--- config.mk ---
export PLATFORM = sky130hd
export DESIGN_NAME = scl_config_latches
export DESIGN_NICKNAME = d
export VERILOG_FILES = /design/src/scl_pkg.sv /design/src/scl_config_latches.sv
export SDC_FILE = /design/constraint.sdc
export NUM_CORES = 1
export LEC_CHECK = 0
export BUFFER_PORTS_ARGS = -buffer_cell sky130_fd_sc_hd__buf_2
export CAP_MARGIN = 15
export CORE_ASPECT_RATIO = 1.5
export CORE_MARGIN = 2
export CORE_UTILIZATION = 45
export CTS_CLUSTER_DIAMETER = 80
export DETAILED_ROUTE_END_ITERATION = 8
export MAX_ROUTING_LAYER = met4
export PLACE_DENSITY = 0.75
export SLEW_MARGIN = 20
export SYNTH_ARGS = -nofsm -noshare
export SYNTH_HDL_FRONTEND = slang
export SYNTH_SLANG_ARGS = --single-unit
--- constraint.sdc ---
create_clock -name CLK -period 1.6 [get_ports CLK]
set_clock_uncertainty 0.05 [all_clocks]
set_input_delay 0.24 -clock CLK [delete_from_list [all_inputs] [get_ports CLK]]
set_output_delay 0.24 -clock CLK [all_outputs]
set_load 0.01 [all_outputs]
--- src/scl_pkg.sv ---
// Package: constants and carriers for the serdes channel configuration latches
// Functional notes
// RQ1: Tx rate latch resets 0: PLL times 10
// RQ2: Tx rate latch 1: PLL times 20
// RQ3: Clock select 1, rate 1: capture both edges
// RQ4: Host never sets rate 1 with slow speed
// RQ5: Tx self-test disable resets 1; 0 enables it
// RQ6: Secondary driver enable resets 0; 1 drives data
// RQ7: Primary driver enable resets 0; 1 drives data
// RQ8: Disabled drivers power down; both off, channel down
// RQ9: Device reset disables every serial driver
// RQ10: Buffer reset resets 1; writing 0 re-centres buffer
// RQ11: Buffer reset sampled on tx input clock rise
// RQ12: Buffer reset latch clears itself after use
// RQ13: Rx rate resets 1: half-rate complementary clocks
// RQ14: Rx rate 0: full-rate complementary clocks
// RQ15: Primary detector select resets 10; 00 disables
// RQ16: Secondary detector select resets 10, same decode
// RQ17: Twelve seven-bit banks written while strobe active
// RQ18: Host drives fixed bit positions with fixed values
// RQ19: Fields hold until rewrite or reset
package scl_pkg;
  // ==========================================================
  // Geometry and offsets
  localparam int NBANK = 12;
  localparam int AW = 4;
  localparam int DW = 7;
  localparam int NTX = 2;
  localparam int NRX = 2;
  localparam int BANKS_PER_CH = 3;
  localparam int RX_BASE = 6;
  localparam int BK_STAT0 = 0;
  localparam int BK_STAT1 = 1;
  localparam int BK_DYN = 2;
  localparam logic [3:0] ADDR_STATUS = 4'hC;
  // ==========================================================
  // Reset values per bank kind
  localparam logic [6:0] RST_STAT0 = 7'h5F;
  localparam logic [6:0] RST_STAT1 = 7'h56;
  localparam logic [6:0] RST_DYN = 7'h59;
  // ==========================================================
  // Field positions
  localparam int TXRATE_BIT = 0;
  localparam int TXCKSEL_BIT = 1;
  localparam int PAB_BIT = 0;
  localparam int OE1_BIT = 1;
  localparam int OE2_BIT = 2;
  localparam int TXBIST_BIT = 3;
  localparam int RXRATE_BIT = 0;
  localparam int SDA1_LSB = 3;
  localparam int SDA2_LSB = 5;
  localparam logic [1:0] SDA_OFF = 2'h0;
  // ==========================================================
  // Carriers
  typedef struct packed {
    logic pll_mult20;
    logic clk_out_double;
    logic ddr_capture;
    logic selftest_en;
    logic primary_drv_en;
    logic secondary_drv_en;
    logic chan_power_down;
    logic pab_reset_pulse;
    logic rate_invalid;
  } scl_tx_t;
  typedef struct packed {
    logic clk_half_rate;
    logic [1:0] pri_threshold;
    logic [1:0] sec_threshold;
    logic pri_det_en;
    logic sec_det_en;
  } scl_rx_t;
endpackage

--- src/scl_config_latches.sv ---
// Module: serdes channel configuration latch banks and decoded controls
`timescale 1ns/10ps
module scl_config_latches (
  input wire logic CLK,
  input wire logic NRST,
  input wire logic [3:0] ADDR,
  input wire logic [6:0] WDATA,
  input wire logic WR,
  input wire logic RD,
  output logic [6:0] RDATA,
  input wire logic [1:0] SPEED_RANGE_SEL,
  input wire logic [1:0] TX_INPUT_CLOCK,
  output scl_pkg::scl_tx_t [1:0] TX_CTRL,
  output scl_pkg::scl_rx_t [1:0] RX_CTRL
);

  // ==========================================================
  // Latch banks
  logic [6:0] bank_q [scl_pkg::NBANK];
  logic [6:0] rdata_q;
  logic [1:0] spd_s1_q;
  logic [1:0] spd_s2_q;
  logic [1:0] txc_s1_q;
  logic [1:0] txc_s2_q;
  logic [1:0] txc_s3_q;
  logic [1:0] txc_rise;
  logic [1:0] pab_req;
  logic [1:0] pab_done;
  logic [1:0] tx_rate;
  logic [1:0] tx_cksel;
  logic [1:0] tx_bist_off;
  logic [1:0] tx_oe1;
  logic [1:0] tx_oe2;
  logic [1:0] rx_rate;
  logic [1:0] rx_sda1 [scl_pkg::NRX];
  logic [1:0] rx_sda2 [scl_pkg::NRX];
  scl_pkg::scl_tx_t tx_q [scl_pkg::NTX];
  scl_pkg::scl_rx_t rx_q [scl_pkg::NRX];

  // Every bank is a plain word; the buffer reset bit of a tx
  // dynamic bank also returns to 1 once its request is taken
  for (genvar i = 0; i < scl_pkg::NBANK; i++) begin : g_bank
    localparam int KIND = i % scl_pkg::BANKS_PER_CH;
    localparam logic [6:0] RV =
      (KIND == scl_pkg::BK_STAT0) ? scl_pkg::RST_STAT0 :
      (KIND == scl_pkg::BK_STAT1) ? scl_pkg::RST_STAT1 :
      scl_pkg::RST_DYN;
    localparam bit PAB_BANK = (KIND == scl_pkg::BK_DYN) &&
      (i < scl_pkg::RX_BASE);
    localparam int CH = (i / scl_pkg::BANKS_PER_CH) % 2;
    // A new write wins over the self-clear in the same cycle
    always_ff @(posedge CLK or negedge NRST) begin
      if (!NRST) begin
        bank_q[i] <= RV; // [RQ1] [RQ5] [RQ6] [RQ7] [RQ10] [RQ13] [RQ15] [RQ16]
      end else if (WR && ADDR == bank_addr(i)) begin
        bank_q[i] <= WDATA; // [RQ17] [RQ19]
      end else if (PAB_BANK && pab_done[CH]) begin
        bank_q[i][scl_pkg::PAB_BIT] <= 1'b1; // [RQ12]
      end
    end
  end

  // Address of a bank index at port width
  function automatic logic [3:0] bank_addr(input int idx);
    bank_addr = idx[3:0];
  endfunction

  // ==========================================================
  // Pin synchronisers
  // Speed select is a strap pin, so it is only used after two flops
  always_ff @(posedge CLK or negedge NRST) begin
    if (!NRST) begin
      spd_s1_q <= 2'h0;
      spd_s2_q <= 2'h0;
    end else begin
      spd_s1_q <= SPEED_RANGE_SEL;
      spd_s2_q <= spd_s1_q;
    end
  end

  // Tx input clock is sampled as data; its rise is seen two
  // flops late, which only delays the buffer re-centre pulse and self-clear
  always_ff @(posedge CLK or negedge NRST) begin
    if (!NRST) begin
      txc_s1_q <= 2'h0;
      txc_s2_q <= 2'h0;
      txc_s3_q <= 2'h0;
    end else begin
      txc_s1_q <= TX_INPUT_CLOCK;
      txc_s2_q <= txc_s1_q;
      txc_s3_q <= txc_s2_q;
    end
  end

  assign txc_rise = txc_s2_q & ~txc_s3_q;

  // ==========================================================
  // Transmit channels
  for (genvar c = 0; c < scl_pkg::NTX; c++) begin : g_tx
    localparam int B0 = c * scl_pkg::BANKS_PER_CH;
    assign tx_rate[c] = bank_q[B0 + scl_pkg::BK_STAT1][scl_pkg::TXRATE_BIT];
    assign tx_cksel[c] = bank_q[B0 + scl_pkg::BK_STAT1][scl_pkg::TXCKSEL_BIT];
    assign tx_bist_off[c] = bank_q[B0 + scl_pkg::BK_DYN][scl_pkg::TXBIST_BIT];
    assign tx_oe1[c] = bank_q[B0 + scl_pkg::BK_DYN][scl_pkg::OE1_BIT];
    assign tx_oe2[c] = bank_q[B0 + scl_pkg::BK_DYN][scl_pkg::OE2_BIT];
    // Written 0 means a re-centre is pending
    assign pab_req[c] = ~bank_q[B0 + scl_pkg::BK_DYN][scl_pkg::PAB_BIT]; // [RQ10]
    assign pab_done[c] = pab_req[c] & txc_rise[c]; // [RQ11]

    // Decoded transmit controls, all registered
    always_ff @(posedge CLK or negedge NRST) begin
      if (!NRST) begin
        tx_q[c] <= '0; // [RQ9]
        tx_q[c].chan_power_down <= 1'b1;
      end else begin
        tx_q[c].pll_mult20 <= tx_rate[c]; // [RQ1] [RQ2]
        tx_q[c].clk_out_double <= tx_rate[c]; // [RQ2]
        tx_q[c].ddr_capture <= tx_rate[c] & tx_cksel[c]; // [RQ3]
        tx_q[c].selftest_en <= ~tx_bist_off[c]; // [RQ5]
        tx_q[c].primary_drv_en <= tx_oe1[c]; // [RQ7]
        tx_q[c].secondary_drv_en <= tx_oe2[c]; // [RQ6]
        tx_q[c].chan_power_down <= ~tx_oe1[c] & ~tx_oe2[c]; // [RQ8]
        tx_q[c].pab_reset_pulse <= pab_done[c]; // [RQ10]
        // Flags the reserved combination the host must avoid
        tx_q[c].rate_invalid <= tx_rate[c] & ~spd_s2_q[c]; // [RQ4]
      end
    end

    assign TX_CTRL[c] = tx_q[c];
  end

  // ==========================================================
  // Receive channels
  for (genvar c = 0; c < scl_pkg::NRX; c++) begin : g_rx
    localparam int B0 = scl_pkg::RX_BASE + c * scl_pkg::BANKS_PER_CH;
    assign rx_rate[c] = bank_q[B0 + scl_pkg::BK_STAT0][scl_pkg::RXRATE_BIT];
    assign rx_sda1[c] = bank_q[B0 + scl_pkg::BK_STAT1][scl_pkg::SDA1_LSB +: 2];
    assign rx_sda2[c] = bank_q[B0 + scl_pkg::BK_STAT1][scl_pkg::SDA2_LSB +: 2];

    // Code 00 turns the analog detector off
    always_ff @(posedge CLK or negedge NRST) begin
      if (!NRST) begin
        rx_q[c] <= '0;
      end else begin
        rx_q[c].clk_half_rate <= rx_rate[c]; // [RQ13] [RQ14]
        rx_q[c].pri_threshold <= rx_sda1[c]; // [RQ15]
        rx_q[c].sec_threshold <= rx_sda2[c]; // [RQ16]
        rx_q[c].pri_det_en <= rx_sda1[c] != scl_pkg::SDA_OFF; // [RQ15]
        rx_q[c].sec_det_en <= rx_sda2[c] != scl_pkg::SDA_OFF; // [RQ16]
      end
    end

    assign RX_CTRL[c] = rx_q[c];
  end

  // ==========================================================
  // Read port
  // Readback is a debug aid; data stands for one cycle only
  always_ff @(posedge CLK or negedge NRST) begin
    if (!NRST) begin
      rdata_q <= 7'h00;
    end else if (RD && ADDR < bank_addr(scl_pkg::NBANK)) begin
      rdata_q <= bank_q[ADDR];
    end else if (RD && ADDR == scl_pkg::ADDR_STATUS) begin
      rdata_q <= {3'h0, pab_req, tx_q[1].rate_invalid, tx_q[0].rate_invalid};
    end else begin
      rdata_q <= 7'h00;
    end
  end

  assign RDATA = rdata_q;

  // ==========================================================
  // Checks
  logic live_q;

  // Set from the second edge out of reset; the decoded flops still
  // show their reset zeros at the first edge, not the bank decode
  always_ff @(posedge CLK or negedge NRST) begin
    if (!NRST) begin
      live_q <= 1'b0;
    end else begin
      live_q <= 1'b1;
    end
  end
endmodule

==> impl_metrics.py, run 1 <==
metrics = {
    "run_status": {
        "status": "complete, no violations",
    },
    "cells_and_area": {
        "final_cells": 600,
        "design_area_sq_um": 6800,
        "diodes": 0,
        "final_nets": 453,
        "drive_gt1_frac": 0.680,
        "area_growth_pct": 25.3,
        "post-route-util": 0.572,
    },
    "route": {
        "num_vias": 3080,
        "routedWlPerCell_microns": 18.2,
        "drtPass1Iterations": 4,
        "viasPerCell": 5.13,
        "ant_nets": 0,
        "wirelength_microns": 10900,
        "route.detailed.drc": 0,
        "drtIter0Drc": 113,
    },
    "pwr": {
        "leakagePower_nw": 3.02,
        "finalPower_mw": 10.0,
        "ir_worst_vdd_v": 0.000943,
        "p_per_area_nw_per_um2": 1470,
    },
    "grt": {
        "antenna_found_initial": 0,
        "grt-ovfl-total": 0,
        "grt_usage": 0.196,
        "grt_pass1_vias": 3397,
        "grt_start_max_net_pins": 38,
        "grt_pass1_wl_microns": 18300,
    },
    "timing": {
        "hold_violations": 0,
        "holdWs_ns": 0.186,
        "timing.final.ws_setup_ns": 0.0391,
        "period_minus_slack_ns": 1.56,
        "relSlewSlack": 0.669,
        "report.final.setup_viol": 0,
        "rsz0062_at_grt": "false",
        "fmax_mhz": 641,
        "timing.final.crit_share": 0.976,
        "tightest_slew_ns": 0.483,
        "tns_ns": 0,
        "drv_slew": 0,
    },
    "floorplan": {
        "die_height_microns": 139,
        "start_util": 0.456,
        "dieArea_sq_um": 13000,
        "die-width_microns": 93.7,
        "num_rows": 49,
        "coreArea_sq_um": 11900,
        "ios": 58,
    },
    "cts": {
        "numCtsBuffers": 17,
        "cts_htree_levels": 4,
        "clk_pin_slew_ns": 0.06,
        "cts.sinks": 131,
        "cts-root-buf": "clkbuf_16",
        "cts_tree": "yes",
        "clk_latency_ns": 0.42,
        "cts_setup_buffers": 0,
        "clockBufferDepth": 2,
    },
    "setup_path": {
        "worstSetupPathType": "reg2reg",
        "reg2regPathDepth": 4,
        "rrSetupSlack_ns": 0.04,
        "crit_fanout": 4,
        "cp-end-kind": "register",
        "arrival_ns": 1.87,
        "crit_required_ns": 1.91,
        "start_kind": "register",
    },
    "placement": {
        "pre_cts_ws_ns": -0.144,
        "gp_congestion": 0.843,
        "port_buffers": 57,
        "dp_hpwl_microns": 7860,
        "place_area_sq_um": 6140,
        "dp.cells": 563,
    },
    "yosys": {
        "synthTopCellsByArea": "dfrtp_1 34%, dfstp_2 28%, mux2_2 15%, mux4_2 7.1%, mux2_4 1.9%",
        "ys_warn_count": 0,
        "synth.distinct_cells": 36,
        "synth_adder_area_share": 0,
        "synth_compound_area_frac": 0.0214,
        "syn_nets": 352,
        "syn_avg_cell_area_sq_um": 16.3,
        "synthSimpleGateAreaFrac": 0.0657,
        "yosysTopAreaCell": "dfrtp_1",
        "syn_area_sq_um": 5430,
        "synthCells": 333,
        "synth_xor_area_frac": 0,
        "ys_seq_area_frac": 0.617,
        "synth_top_family_by_area": "multiplexers",
        "muxShareOfSynthArea": 0.262,
        "synth_top_area_share": 0.337,
        "ys_ff_latch": 131,
    },
    "min_path": {
        "hold_depth": 2,
        "hp-class": "in2reg",
    },
    "job": {
        "drv_cap": 0,
    },
}
-- power by group --
part / total, mW / leakage (nW) / switching, mW / internal, mW
Clock: 3.90 / 0.302 / 1.35 / 2.55
Sequential: 4.60 / 1.51 / 0.358 / 4.24
Combinational: 1.51 / 1.22 / 0.630 / 0.883
Total: 10.0 / 3.02 / 2.34 / 7.68
-- registers in the layout, indices dropped and copies added, names as in the netlist --
name	flops
RDATA	7
txc_s1_q	2
txc_s2_q	2
RX_CTRL	14
spd_s2_q	2
TX_CTRL	16
txc_s3_q	2
spd_s1_q	2
bank_q	84
-- cell families after synthesis --
logic type             after synthesis
AO/OA/AOI/OAI                       13
buffers and inverters               28
flip-flops                         131
AND/OR/NAND/NOR                     55
multiplexers                       106
-- per-layer routing --
metal	global-route usage	wire (microns)
met1	0.226	4370
met2	0.308	5700
met3	0.0556	420
met4	0.105	459
met5	-	0
-- path summary, 6_finish.rpt --
path | from | end
worst max-delay path | bank_q[13] | RDATA[6]
worst min-delay path | WDATA[4] | bank_q[81]
worst max register to register | bank_q[13] | RDATA[6]
worst min register to register | txc_s1_q[1] | txc_s2_q[1]
max in group asynchronous | NRST | TX_CTRL[11]
min in group asynchronous | NRST | RX_CTRL[9]
-- cell type report --
type,instances,area (sq um)
multi-input cells,174,1900
clock buffers,21,470
repair buffers,106,743
fillers,963,5090
well taps,153,191
clock inverters,11,133
flip-flops and latches,131,3350
inverters,4,15.0
-- synth_stat cells --
library cell,number
buf_12,2
o221ai_2,1
o41ai_1,3
a211oi_1,3
nor2_4,1
o221ai_1,3
or3_1,1
buf_6,4
a2111oi_0,3
mux2i_1,4
mux4_1,1
nand4_1,1
buf_4,2
mux2_2,72
nor2_1,5
clkbuf_1,9
mux4_2,17
nand3b_4,1
nand3b_1,1
or2_2,4
nor2b_1,11
buf_2,6
nand3_2,1
nand3_1,1
buf_1,1
and2_1,2
nand2_1,7
mux2_4,7
inv_1,4
nor2_2,6
mux2_1,5
and3b_1,1
dfstp_2,58
nand4b_2,2
dfrtp_1,73
nand2b_1,10
-- worst max-delay path, stage by stage (launching register included) --
cell	delay, ns
dfstp_2	0.55
mux4_2	0.27
nor2b_1	0.06
o41ai_2	0.40
buf_4	0.17
-- placed cells by master (no fill, tap or decap), types with 2 or more instances in the layout --
cell type and instances:
mux4_2 18, buf_12 6, bufinv_16 3, dfstp_2 58
mux2_1 5, nand2b_1 10, clkbuf_16 17, nand2_1 7
nor2_1 5, o221ai_1 3, or2_2 4, a2111oi_0 3
inv_1 4, dfrtp_1 73, a211oi_1 3, buf_2 56
and2_1 2, nand4b_2 2, mux2i_1 4, clkbuf_8 3
clkinv_2 7, nor2_2 6, mux2_4 7, buf_4 39
mux2_2 72, o41ai_1 2, dlygate4sd3_1 5, nor2b_1 11
-- timing repair --
| action | in CTS | in global routing |
|---|---|---|
| gates resized for setup | 1 | 1 |
| hold buffers | 5 | 0 |
| endpoints found under the hold margin | 49 | 0 |
| setup endpoints to repair | 1 | 1 |
| pin swaps | 0 | 0 |
Note: power is estimated with default switching activity, not from simulation.
==> inputs of run 2 (changes only) <==
Settings changed: ABC_AREA from default to 1, CORE_MARGIN 2 to default.
==> run 2 against run 1 <==
Against the previous run: first-iteration DRC count rose to 2.9 times the previous value; largest power group unchanged; hold slack lost 0.18 ns; power down 1.5%; global-route usage increased by 4.2 points; critical path depth down 3; critical endpoint is now TX_CTRL[2]; sequential power decreased by 2%; highest routed layer unchanged; synthesized area increased by 0.32%; maximum frequency is 17% higher; synthesized cell count is 89% higher; count of clock-buffer cells in the layout down 2; via count rose by 42%; flip-flop and latch count did not move.
==> impl_metrics.py, run 2 <==
metrics = {
    "run_status": {
        "status": "complete, no violations",
    },
    "timing": {
        "tns_ns": 0,
        "drv_slew": 0,
        "timing.final.crit_share": 0.832,
        "tightest_slew_ns": 0.485,
        "relSlewSlack": 0.676,
        "report.final.setup_viol": 0,
        "hold_violations": 0,
        "period_minus_slack_ns": 1.33,
        "timing.final.ws_setup_ns": 0.269,
        "rsz0062_at_grt": "false",
        "fmax_mhz": 751,
    },
    "floorplan": {
        "start_util": 0.467,
        "coreArea_sq_um": 11700,
        "die-width_microns": 91.8,
        "dieArea_sq_um": 12600,
        "die_height_microns": 137,
        "ios": 58,
        "num_rows": 48,
    },
    "setup_path": {
        "crit_fanout": 1,
        "start_kind": "register",
        "cp-end-kind": "primary output",
        "r2r-start": "bank_q[11]",
        "worstSetupPathType": "reg2out",
        "arrival_ns": 1.04,
        "crit_buf_inv": 1,
        "crit_path_start": "TX_CTRL[2]",
        "crit_family": "flip-flops",
        "crit_slowest_cell": "dfstp_2",
        "crit_required_ns": 1.31,
        "cp_cell_sequence": "buf_2",
        "max_stage_delay_ns": 0.51,
    },
    "yosys": {
        "synthTopCellsByArea": "dfrtp_1 34%, dfstp_2 28%, nand2_1 20%, o21ai_0 7.1%, inv_1 2.6%",
        "synth_adder_area_share": 0,
        "syn_area_sq_um": 5450,
        "synth_top_area_share": 0.335,
        "yosysTopAreaCell": "dfrtp_1",
        "syn_nets": 647,
        "muxShareOfSynthArea": 0,
        "synthCells": 628,
        "ys_warn_count": 0,
        "syn_avg_cell_area_sq_um": 8.67,
        "synth_compound_area_frac": 0.0820,
        "synth_edf_count": 0,
        "synth.most_common_cell": "nand2_1",
        "synth_ff_type": "dfrtp_1",
        "ys_seq_area_frac": 0.615,
        "synth_top_family_by_area": "simple AND/OR/NAND/NOR gates",
        "async_flop_share": 1.00,
        "synth.distinct_cells": 24,
        "ys_ff_latch": 131,
        "synth_xor_area_frac": 0,
        "synthTopCellsByCount": "290 x nand2_1, 77 x o21ai_0, 73 x dfrtp_1",
        "synthSimpleGateAreaFrac": 0.249,
    },
    "route": {
        "num_vias": 4369,
        "viasPerCell": 5.02,
        "drtPass1Iterations": 5,
        "drtIter0Drc": 329,
        "routedWlPerCell_microns": 14.9,
        "ant_nets": 0,
        "route.detailed.drc": 0,
        "wirelength_microns": 12900,
    },
    "placement": {
        "gp_congestion": 0.879,
        "port_buffers": 57,
        "dp_hpwl_microns": 8770,
        "pre_cts_ws_ns": 0.0112,
        "dp.cells": 831,
    },
    "cts": {
        "numCtsBuffers": 17,
        "cts-root-buf": "clkbuf_16",
        "clk_latency_ns": 0.42,
        "cts_htree_levels": 4,
        "clk_pin_slew_ns": 0.06,
        "cts_resized": 0,
        "cts_tree": "yes",
        "cts_setup_buffers": 0,
        "cts-hold-fix-buffers": 7,
        "cts.sinks": 131,
        "clockBufferDepth": 2,
    },
    "grt": {
        "grt_usage": 0.238,
        "antenna_found_initial": 0,
        "grt-ovfl-total": 0,
        "grt_start_max_net_pins": 65,
        "grt_pass1_wl_microns": 21800,
        "grt_pass1_vias": 4419,
    },
    "cells_and_area": {
        "regMostFlops": "bank_q",
        "final_cells": 870,
        "area_growth_pct": 23.0,
        "diodes": 0,
        "largest_reg_flops": 84,
        "final_nets": 726,
        "final_common_cell": "nand2_1",
        "final_cell_mix": "290 x nand2_1, 77 x o21ai_0, 73 x dfrtp_1",
        "drive_gt1_frac": 0.260,
    },
    "pwr": {
        "p_per_area_nw_per_um2": 1470,
        "leakagePower_nw": 3.37,
        "ir_worst_vdd_v": 0.000695,
    },
    "job": {
        "drv_cap": 0,
    },
    "min_path": {
        "worstHoldStart": "WDATA[5]",
        "hp-class": "in2reg",
    },
}
## run 2: cell types whose count changed in the layout (fill, tap and decap cells not counted), moves of 17 or more
cell     before  now
buf_4        39   21
inv_1         4   37
mux2_2       72    0
mux4_2       18    0
nand2_1       7  290
nand3_1       1   18
o21ai_0       0   77
## run 2: path summary, 6_finish.rpt
path	endpoint	slack, ns	cells after the start
setup / recovery	TX_CTRL[2]	0.27	1
min in group asynchronous	txc_s1_q[1]	0.17	2
hold reg to reg	spd_s2_q[1]	0.30	0
hold / removal	bank_q[19]	0.01	3
max in group asynchronous	bank_q[72]	0.69	3
setup reg to reg	RDATA[4]	0.30	8
## run 2: area by class of cell
type	count	area, sq um
Clock buffer	19	453
Inverter	42	158
Timing Repair Buffer	88	588
Fill cell	1050	4950
Sequential cell	131	3350
Clock inverter	13	159
Tap cell	150	188
Multi-Input combinational cell	427	1800
## run 2: metal layers
layer  up-vias  wire [microns]  GRT usage
li1       2115               -          -
met1      2081            5460      0.288
met2       140            6400      0.379
met3        33             728     0.0522
met4         0             352      0.114
met5         -               0          -
## run 2: metrics by stage
step | instance area (sq um) | hold slack [ns] | power [mW] | utilization
floorplan | 5450 | -0.106 | 5.33 | -
global placement | 6020 | 0.0621 | 5.86 | 0.516
detailed placement | 6020 | 0.0670 | 5.94 | 0.516
CTS | 6700 | 0.00422 | 9.94 | 0.575
global route | 6700 | 0.0259 | 10.4 | 0.575
finish | 6700 | 0.0107 | 9.87 | 0.575
## run 2: logic make-up (layout without fill, tap and decap cells)
| family | count (synthesis) | count (layout) |
|---|---|---|
| flip-flops | 131 | 131 |
| AND/OR/NAND/NOR | 338 | 338 |
| buffers and inverters | 70 | 162 |
| AO/OA/AOI/OAI | 89 | 89 |
## run 2: power by group
group	switching, mW	leakage, nW	total, mW	internal, mW
registers	0.342	1.52	4.50	4.16
clock network	1.45	0.283	3.97	2.52
logic	0.851	1.57	1.40	0.546
## run 2: tightest hold or removal path: cells and delay by family
family / cells / cell delay, ns
AO/OA/AOI/OAI: 1 / 0.06
buffers and inverters: 1 / 0.10
AND/OR/NAND/NOR: 1 / 0.05
